===== config.mk =====
export PLATFORM = sky130hd
export DESIGN_NAME = serial_ctrl_command_wait_request
export DESIGN_NICKNAME = d
export VERILOG_FILES = /design/src/rtl/serial_ctrl_pkg.sv /design/src/rtl/serial_ctrl_command_wait_request.sv /design/src/rtl/wait_request_ctrl.sv
export VERILOG_INCLUDE_DIRS = /design/src /design/src/rtl
export SDC_FILE = /design/constraint.sdc
export NUM_CORES = 1
export LEC_CHECK = 0
export ABC_AREA = 1
export BUFFER_PORTS_ARGS = -buffer_cell sky130_fd_sc_hd__buf_2
export CAP_MARGIN = 25
export CORE_ASPECT_RATIO = 1.25
export CORE_MARGIN = 2
export CORE_UTILIZATION = 49
export DETAILED_ROUTE_END_ITERATION = 7
export HOLD_SLACK_MARGIN = 0.12
export PLACE_DENSITY_LB_ADDON = 0.05
export SLEW_MARGIN = 10
export SYNTH_ARGS = -nofsm -noshare
export SYNTH_HDL_FRONTEND = slang
export SYNTH_SLANG_ARGS = --single-unit

===== constraint.sdc =====
create_clock -name clk -period 1.4 [get_ports clk]
set_input_delay 0.14 -clock clk [delete_from_list [all_inputs] [get_ports clk]]
set_output_delay 0.14 -clock clk [all_outputs]
set_load 0.05 [all_outputs]

===== src/rtl/serial_ctrl_defines.svh =====
`ifndef SERIAL_CTRL_DEFINES_SVH
`define SERIAL_CTRL_DEFINES_SVH

// ----------------------------------------------------------------
// Register pointer values
// ----------------------------------------------------------------
`define REG_CHANNEL_COMMAND          4'h0
`define REG_INTERRUPT_TRANSFER_MODE  4'h1
`define POINTER_RESET                4'h0

// ----------------------------------------------------------------
// Command register fields
// ----------------------------------------------------------------
`define CMD_CRC_MSB      7
`define CMD_CRC_LSB      6
`define CMD_CODE_MSB     5
`define CMD_CODE_LSB     3
`define CMD_SEL_MSB      2
`define CMD_SEL_LSB      0

`define CRC_NULL         2'h0
`define CRC_RX_INIT      2'h1
`define CRC_TX_INIT      2'h2
`define CRC_EOM_RESET    2'h3

`define CODE_NULL        3'h0
`define CODE_POINT_HIGH  3'h1
`define CODE_RST_EXT     3'h2
`define CODE_SEND_ABORT  3'h3
`define CODE_RX_NEXT     3'h4
`define CODE_RST_TX_INT  3'h5
`define CODE_ERR_RESET   3'h6
`define CODE_RST_IUS     3'h7

// ----------------------------------------------------------------
// Interrupt/transfer mode fields
// ----------------------------------------------------------------
`define MODE_WREQ_EN     7
`define MODE_WREQ_FUNC   6
`define MODE_WREQ_DIR    5
`define MODE_RX_MSB      4
`define MODE_RX_LSB      3
`define MODE_TX_IE       1
`define MODE_EXT_IE      0
`define MODE_RESET       8'h00

`define RX_MODE_OFF      2'h0
`define RX_MODE_FIRST    2'h1
`define RX_MODE_ALL      2'h2
`define RX_MODE_SPECIAL  2'h3

`define EXT_WIDTH        5
`define EOM_RESET        1'b1

`endif


===== src/rtl/serial_ctrl_pkg.sv =====
`include "serial_ctrl_defines.svh"

package serial_ctrl_pkg;

    typedef struct packed {
        logic tx_enabled;
        logic rx_enabled;
        logic sdlc_mode;
        logic sync_mode;
        logic abort_on_underrun;
        logic tx_underrun;
        logic crc_tx_start;
        logic crc_tx_done;
        logic tx_buf_load;
        logic tx_buf_full;
        logic tx_buf_empty;
        logic rx_char_in;
        logic rx_char_avail;
        logic rx_special;
        logic rx_char_unread;
        logic rx_frame_start;
    } chan_status_type;

    typedef struct packed {
        logic rx_crc_init;
        logic tx_crc_init;
        logic tx_append_crc;
        logic tx_abort_flag;
        logic send_abort;
        logic tx_buf_flush;
        logic error_reset;
        logic rx_discard;
        logic ius_reset;
        logic rx_int_req;
        logic tx_int_req;
    } action_type;

    typedef struct packed {
        logic [3:0]              pointer;
        logic [7:0]              mode;
        logic                    eom_latch;
        logic                    underrun_view;
        logic                    ext_pend;
        logic [`EXT_WIDTH-1:0]   ext_latched;
        logic                    first_armed;
        logic                    tx_int_block;
        logic                    rx_hold;
        logic                    rx_en_d;
        action_type              act;
    } cmd_state_type;

    typedef struct packed {
        logic req;
        logic pulse;
    } wreq_state_type;

endpackage


===== src/rtl/serial_ctrl_command_wait_request.sv =====
// Operation
// - Null CRC code does nothing
// - Code 01 and receiver off reset checker
// - Code 10 resets transmit CRC only
// - Code 11 clears underrun latch; append CRC
// - SDLC abort-on-underrun sends abort and flag
// - CRC start sets latch; reset only with transmitter on
// - Transmitter off: latch kept, status interrupt
// - Null command code does nothing
// - Select field plus point high adds eight
// - Status bits latch; reset command rearms
// - Only persisting second change interrupts again
// - Abort command sends ones in SDLC only, flushes, sets latch
// - Code 100 rearms first-character interrupt
// - Code 101 blocks transmit-empty interrupt
// - Code 110 clears errors, releases held character
// - Code 111 resets highest in-service bit
// - Disabled pin sits in inactive state
// - Function bit picks request or wait
// - Direction bit picks buffer; mirror pin
// - Request waits for bus cycle end
// - One-cycle request pulse after CRC
// - Wait on early read or write
`timescale 1ns/1ps
`default_nettype none
`include "serial_ctrl_defines.svh"

module serial_ctrl_command_wait_request
    import serial_ctrl_pkg::*;
(
    input  wire logic                  clk,
    input  wire logic                  arst_n,
    input  wire logic                  chan_rst,
    input  wire logic                  reg_wr,
    input  wire logic                  reg_rd,
    input  wire logic [7:0]            reg_wdata,
    input  wire logic                  cpu_cycle,
    input  wire logic                  cpu_data_rd,
    input  wire logic                  cpu_data_wr,
    input  wire logic [`EXT_WIDTH-1:0] ext_in,
    input  wire chan_status_type       st,
    output action_type                 act,
    output logic [3:0]                 reg_pointer,
    output logic [7:0]                 transfer_mode,
    output logic                       eom_latch,
    output logic                       underrun_status,
    output logic [`EXT_WIDTH-1:0]      ext_status,
    output logic                       ext_int_pending,
    output logic                       rx_hold,
    output logic                       wreq_out,
    output logic                       wreq_oe_n,
    output logic                       dtr_req_out
);

    cmd_state_type q;
    cmd_state_type s;
    logic          wr_cmd;
    logic [1:0]    crc_f;
    logic [2:0]    code_f;
    logic          rst_ext;
    logic          eom_ev;
    logic [1:0]    rx_mode;

    // ----------------------------------------------------------------
    // Command decode
    // ----------------------------------------------------------------
    assign wr_cmd  = reg_wr && (q.pointer == `REG_CHANNEL_COMMAND);
    assign crc_f   = reg_wdata[`CMD_CRC_MSB:`CMD_CRC_LSB];
    assign code_f  = reg_wdata[`CMD_CODE_MSB:`CMD_CODE_LSB];
    assign rst_ext = wr_cmd && (code_f == `CODE_RST_EXT);
    assign rx_mode = q.mode[`MODE_RX_MSB:`MODE_RX_LSB];
    assign eom_ev  = wr_cmd && (crc_f == `CRC_EOM_RESET) && !st.tx_enabled &&
                     (!q.ext_pend || rst_ext);

    // ----------------------------------------------------------------
    // Next state
    // ----------------------------------------------------------------
    always_comb begin
        s = q;
        s.act = '0;
        s.rx_en_d = st.rx_enabled;

        if (reg_wr || reg_rd) begin
            s.pointer = `POINTER_RESET;
        end
        if (wr_cmd) begin
            s.pointer = {code_f == `CODE_POINT_HIGH, reg_wdata[`CMD_SEL_MSB:`CMD_SEL_LSB]};
        end
        if (reg_wr && (q.pointer == `REG_INTERRUPT_TRANSFER_MODE)) begin
            s.mode = reg_wdata;
        end

        s.act.rx_crc_init = (wr_cmd && (crc_f == `CRC_RX_INIT)) ||
                            (q.rx_en_d && !st.rx_enabled) ||
                            (st.sdlc_mode && st.rx_frame_start);
        s.act.tx_crc_init = wr_cmd && (crc_f == `CRC_TX_INIT);

        if (wr_cmd && (crc_f == `CRC_EOM_RESET) && st.tx_enabled) begin
            s.eom_latch = 1'b0;
        end
        if (st.tx_underrun && !q.eom_latch) begin
            if (st.sdlc_mode && st.abort_on_underrun) begin
                s.act.tx_abort_flag = 1'b1;
            end else begin
                s.act.tx_append_crc = 1'b1;
            end
        end

        if (wr_cmd && (code_f == `CODE_SEND_ABORT)) begin
            s.act.send_abort   = st.sdlc_mode;
            s.act.tx_buf_flush = 1'b1;
        end
        if (st.crc_tx_start || (wr_cmd && (code_f == `CODE_SEND_ABORT))) begin
            s.eom_latch = 1'b1;
        end

        if (rst_ext) begin
            s.ext_pend = 1'b0;
        end
        if (!q.ext_pend) begin
            s.underrun_view = q.eom_latch;
        end
        if (!q.mode[`MODE_EXT_IE]) begin
            s.ext_latched = ext_in;
        end else if ((!q.ext_pend || rst_ext) && (ext_in != q.ext_latched)) begin
            s.ext_pend    = 1'b1;
            s.ext_latched = ext_in;
        end
        if (eom_ev && q.mode[`MODE_EXT_IE]) begin
            s.ext_pend      = 1'b1;
            s.underrun_view = 1'b0;
        end

        if (q.first_armed && (rx_mode == `RX_MODE_FIRST) &&
            (st.rx_char_in || st.rx_char_avail)) begin
            s.act.rx_int_req = 1'b1;
            s.first_armed    = 1'b0;
        end
        // First character rearm
        // Rearm wins over a character taken in the same cycle
        if (wr_cmd && (code_f == `CODE_RX_NEXT)) begin
            s.first_armed = 1'b1;
        end
        if ((rx_mode == `RX_MODE_ALL) && st.rx_char_in) begin
            s.act.rx_int_req = 1'b1;
        end
        if ((rx_mode != `RX_MODE_OFF) && st.rx_special) begin
            s.act.rx_int_req = 1'b1;
        end

        if (wr_cmd && (code_f == `CODE_ERR_RESET)) begin
            s.act.error_reset = 1'b1;
            s.act.rx_discard  = q.rx_hold && st.rx_char_unread;
            s.rx_hold         = 1'b0;
        end
        // New special condition beats the clear in the same cycle
        if (st.rx_special && ((rx_mode == `RX_MODE_FIRST) || (rx_mode == `RX_MODE_SPECIAL))) begin
            s.rx_hold = 1'b1;
        end

        if (wr_cmd && (code_f == `CODE_RST_TX_INT)) begin
            s.tx_int_block = 1'b1;
        end else if (st.tx_buf_load || st.crc_tx_done) begin
            s.tx_int_block = 1'b0;
        end
        s.act.tx_int_req = q.mode[`MODE_TX_IE] && st.tx_buf_empty && !s.tx_int_block;

        s.act.ius_reset = wr_cmd && (code_f == `CODE_RST_IUS);

        // Channel reset leaves the transmit CRC generator alone
        if (chan_rst) begin
            s               = '0;
            s.mode          = `MODE_RESET;
            s.eom_latch     = `EOM_RESET;
            s.underrun_view = `EOM_RESET;
            s.ext_latched   = ext_in;
            s.rx_en_d       = st.rx_enabled;
        end
    end

    always_ff @(posedge clk or negedge arst_n) begin
        if (!arst_n) begin
            q               <= '0;
            q.mode          <= `MODE_RESET;
            q.eom_latch     <= `EOM_RESET;
            q.underrun_view <= `EOM_RESET;
        end else begin
            q <= s;
        end
    end

    // ----------------------------------------------------------------
    // Outputs
    // ----------------------------------------------------------------
    assign act             = q.act;
    assign reg_pointer     = q.pointer;
    assign transfer_mode   = q.mode;
    assign eom_latch       = q.eom_latch;
    assign underrun_status = q.underrun_view;
    assign ext_status      = q.ext_latched;
    assign ext_int_pending = q.ext_pend;
    assign rx_hold         = q.rx_hold;

    wait_request_ctrl u_wreq (
        .clk          (clk),
        .arst_n       (arst_n),
        .chan_rst     (chan_rst),
        .wreq_en      (q.mode[`MODE_WREQ_EN]),
        .wreq_func    (q.mode[`MODE_WREQ_FUNC]),
        .wreq_dir     (q.mode[`MODE_WREQ_DIR]),
        .sync_or_sdlc (st.sync_mode || st.sdlc_mode),
        .crc_tx_done  (st.crc_tx_done),
        .rx_char_avail(st.rx_char_avail),
        .tx_buf_full  (st.tx_buf_full),
        .cpu_cycle    (cpu_cycle),
        .cpu_data_rd  (cpu_data_rd),
        .cpu_data_wr  (cpu_data_wr),
        .wreq_out     (wreq_out),
        .wreq_oe_n    (wreq_oe_n),
        .dtr_req_out  (dtr_req_out)
    );
endmodule // serial_ctrl_command_wait_request

`default_nettype wire


===== src/rtl/wait_request_ctrl.sv =====
`timescale 1ns/1ps
`default_nettype none
`include "serial_ctrl_defines.svh"

module wait_request_ctrl
    import serial_ctrl_pkg::*;
(
    input  wire logic clk,
    input  wire logic arst_n,
    input  wire logic chan_rst,
    input  wire logic wreq_en,
    input  wire logic wreq_func,
    input  wire logic wreq_dir,
    input  wire logic sync_or_sdlc,
    input  wire logic crc_tx_done,
    input  wire logic rx_char_avail,
    input  wire logic tx_buf_full,
    input  wire logic cpu_cycle,
    input  wire logic cpu_data_rd,
    input  wire logic cpu_data_wr,
    output logic      wreq_out,
    output logic      wreq_oe_n,
    output logic      dtr_req_out
);

    wreq_state_type q;
    wreq_state_type s;
    logic           wait_now;

    always_comb begin
        s = q;
        s.pulse = 1'b0;
        if (!cpu_cycle) begin
            s.req = wreq_dir ? rx_char_avail : !tx_buf_full;
        end
        if (wreq_en && wreq_func && !wreq_dir && sync_or_sdlc && crc_tx_done) begin
            s.pulse = 1'b1;
        end
        if (chan_rst) begin
            s = '0;
        end
    end

    always_ff @(posedge clk or negedge arst_n) begin
        if (!arst_n) begin
            q <= '0;
        end else begin
            q <= s;
        end
    end

    assign wait_now = wreq_en && !wreq_func && cpu_cycle &&
                      (wreq_dir ? (cpu_data_rd && !rx_char_avail) : (cpu_data_wr && tx_buf_full));
    assign wreq_oe_n = !(wreq_func || wait_now);
    assign wreq_out  = wreq_func ? !(wreq_en && (q.req || q.pulse)) : 1'b0;
    assign dtr_req_out = (wreq_en && wreq_func && !wreq_dir) ? wreq_out : 1'b1;
endmodule // wait_request_ctrl

`default_nettype wire


==> results.py <==
metrics = {
    "worst_setup_path": {
        "startpoint_type": "flip-flop",
        "crit_fanout": 3,
        "crit_required_ns": 1.26,
        "reg2reg_slack_ns": 0.06,
        "end_kind": "primary output",
        "timing.rr.end": "act[7]",
        "reg2reg_from": "eom_latch",
        "critPathArrivalTime_ns": 1.26,
        "r2r_cells": 4,
        "path_class": "reg2out",
    },
    "power": {
        "power_frac_clock_pct": 33.7,
        "swShare_pct": 30.92,
        "p_seq_share_pct": 41.6,
        "p_switching_uw": 870.0,
        "pwr-share-comb_pct": 24.8,
        "power.density_nw_per_um2": 1032,
        "intPower_uw": 1944,
        "max-vdd-ir-drop_mv": 0.6744,
        "p_leak_uw": 0.001443,
    },
    "synth": {
        "seq_area_frac_synth_pct": 46.17,
        "syn-mean-instance-area_um2": 8.667,
        "syn-cell-area_um2": 2011,
        "synth.distinct_cells": 34,
        "syn-num-nets": 269,
        "synth_cells": 232,
        "ys_seq_elements": 37,
        "ys_warn_count": 0,
    },
    "placement": {
        "finalWeightedCongestion": 0.8058,
        "post-place-ws_ns": 0.1085,
        "port_buffers": 71,
        "hpwl_um": 3170,
    },
    "floorplan": {
        "io_pins": 72,
        "coreArea_um2": 4001,
        "die_h_um": 75.62,
        "initial_core_util_pct": 50.25,
        "row_count": 26,
        "die_area_um2": 4635,
        "die_w_um": 61.30,
    },
    "cells_and_area": {
        "layout_common_cells": "buf_2, nand2_1, dfrtp_1",
        "nets": 352,
        "area_growth_pct": 35.53,
        "drive_gt1_share_pct": 39.56,
        "layout_commonest_cell": "buf_2",
        "diodes": 0,
        "final_util_pct": 68.11,
    },
    "clock_network": {
        "cts.htree.levels": 2,
        "cts_buffers": 5,
        "clockRootBuffer": "clkbuf_8",
        "clk_latency_ns": 0.29,
        "cts_tree": "done",
        "clockBufferDepth": 2,
        "clk_pin_slew_worst_paths_ns": 0.07,
        "cts.sinks": 37,
    },
    "sta": {
        "worstMarginPinSlew_ns": 0.4742,
        "fin_ws_ns": 0.002595,
        "final-setup-viol-count": 0,
        "rsz0062_at_grt": "true",
        "fin_crit_ns": 1.397,
        "slew_viol_final": 0,
        "fmax_ghz": 0.7156,
        "period_share_pct": 99.81,
        "hold_viol": 0,
        "skew_ns": 0.006795,
        "slew_headroom_pct": 68.39,
    },
    "worst_hold_path": {
        "holdPathStages": 3,
        "hp-class": "in2reg",
        "whs_endpoint": "u_wreq.q[0]",
        "hold_start": "st[12]",
    },
    "global_routing": {
        "gr-total-overflow": 0,
        "grt_pass1_wl_um": 7148,
        "grt.total_usage_pct": 21.31,
        "antenna_found_initial": 0,
        "grt_max_degree": 38,
        "grt_pass1_vias": 1646,
    },
    "routing": {
        "vias_per_cell": 4.836,
        "avgRoutedWirePerCell_um": 12.42,
        "drcViolationCount": 0,
        "drt_first_pass_iters": 4,
        "final_antenna_net_count": 0,
        "vias": 1799,
        "drt_iter0_drc": 68,
        "wl_um": 4621,
    },
    "job": {
        "drv_cap": 0,
    },
    "run_status": {
        "outcome": "finished, final reports clean",
    },
}
-- metal layers --
layer  track usage (%)  vias to the layer above  wire [um]
met2             36.88                       52       2387
met1             23.80                      844       1925
met5                 0                        -          0
li1                  -                      894          -
met4             11.11                        0         99
met3             5.263                        9        209
-- registers in the layout, summed over array words and instances (netlist names) --
| signal | cells |
|---|---|
| ext_status | 5 |
| q | 3 |
| u_wreq.q | 2 |
| rx_hold | 1 |
| transfer_mode | 8 |
| underrun_status | 1 |
| eom_latch | 1 |
| reg_pointer | 4 |
| act | 11 |
| ext_int_pending | 1 |
-- cells by family (layout without fill, tap and decap cells) --
| family | after synthesis | count (layout) | share of synthesized area, % |
|---|---|---|---|
| DFF | 37 | 37 | 46.17 |
| AOI/OAI and AO/OA | 28 | 28 | 8.899 |
| and+or+nand+nor | 106 | 106 | 27.19 |
| xor gates and xnor gates | 1 | 1 | 0.4357 |
| muxes | 1 | 1 | 0.5600 |
| buffers and inverters | 59 | 143 | 16.74 |
-- synth_stat cells --
cell / instances / share of area, %
a31oi_1: 3 / 0.93
nor3b_2: 1 / 0.62
xnor2_1: 1 / 0.44
inv_2: 2 / 0.37
nor2_4: 1 / 0.56
o31ai_1: 2 / 0.75
nand2_2: 1 / 0.31
nor3_2: 1 / 0.50
nand3_1: 21 / 5.2
buf_2: 2 / 0.50
mux2_2: 1 / 0.56
inv_1: 25 / 4.7
o21ai_0: 12 / 3.0
o21ai_4: 1 / 0.81
nand4_1: 4 / 1.2
nor3_1: 3 / 0.75
buf_6: 1 / 0.56
nor4_1: 1 / 0.31
nor2_1: 19 / 3.5
a21oi_1: 4 / 1.0
nand2_1: 44 / 8.2
o21ai_1: 1 / 0.25
o21ai_2: 2 / 0.87
dfstp_2: 2 / 2.6
nand3_2: 3 / 1.5
o2111ai_1: 1 / 0.44
buf_4: 28 / 10
dfrtp_1: 35 / 44
nand2_4: 5 / 2.8
nor2_8: 1 / 1.0
nand4_2: 1 / 0.62
buf_1: 1 / 0.19
a32o_1: 1 / 0.50
o211ai_1: 1 / 0.37
-- final cells by class --
class,instances,area [um2]
well taps,56,70.07
flip-flops and latches,37,928.4
multi-input cells,136,788.3
clock buffers,7,86.33
clock inverters,1,30.03
fillers,352,1276
repair buffers,108,720.7
inverters,27,101.3
-- metrics by stage --
| step | TNS [ns] | cells | cell area (um2) | hold WS (ns) | total power [uW] |
|---|---|---|---|---|---|
| floorplan | 0 | 232 | 2017 | -0.1556 | 1653 |
| global placement | 0 | 332 | 2257 | 0.2149 | 1787 |
| detailed placement | 0 | 332 | 2257 | 0.2134 | 1791 |
| CTS | -0.002554 | 365 | 2635 | 0.1227 | 2803 |
| global route | -0.1393 | 372 | 2725 | 0.1379 | 2937 |
| finish | 0 | 372 | 2725 | 0.1270 | 2814 |
-- worst max-delay path, stage by stage (launching register included) --
cell     delay (ns)
dfrtp_1        0.39
inv_2          0.08
nor2_2         0.03
nand2_1        0.04
nand2_1        0.06
a31oi_2        0.19
buf_6          0.18
-- how the worst max path moves through the flow --
stage | endpoint | start
2_1_floorplan | wreq_out | transfer_mode[7]
3_3_place_gp | ext_status[2] | reg_pointer[2]
3_5_place_dp | ext_status[3] | reg_pointer[2]
4_1_cts | wreq_oe_n | transfer_mode[5]
5_1_grt | wreq_oe_n | transfer_mode[5]
6_report | wreq_oe_n | transfer_mode[5]
-- power by group through the flow --
stage,logic [uW],registers (uW),clock network (uW)
after floorplan,452,1200,0
after global placement,598,1190,0
after detailed placement,603,1190,0
after CTS,664,1170,970
after global routing,759,1170,1000
final,697,1170,947
-- what timing repair did --
action                                 CTS  global route
setup buffers                            1             7
hold buffers                            24             0
resized for setup                        5            13
endpoints found under the hold margin   54             0
pin swaps                                0             7
setup endpoints to repair                2            12
(Power assumes the default switching activity.)
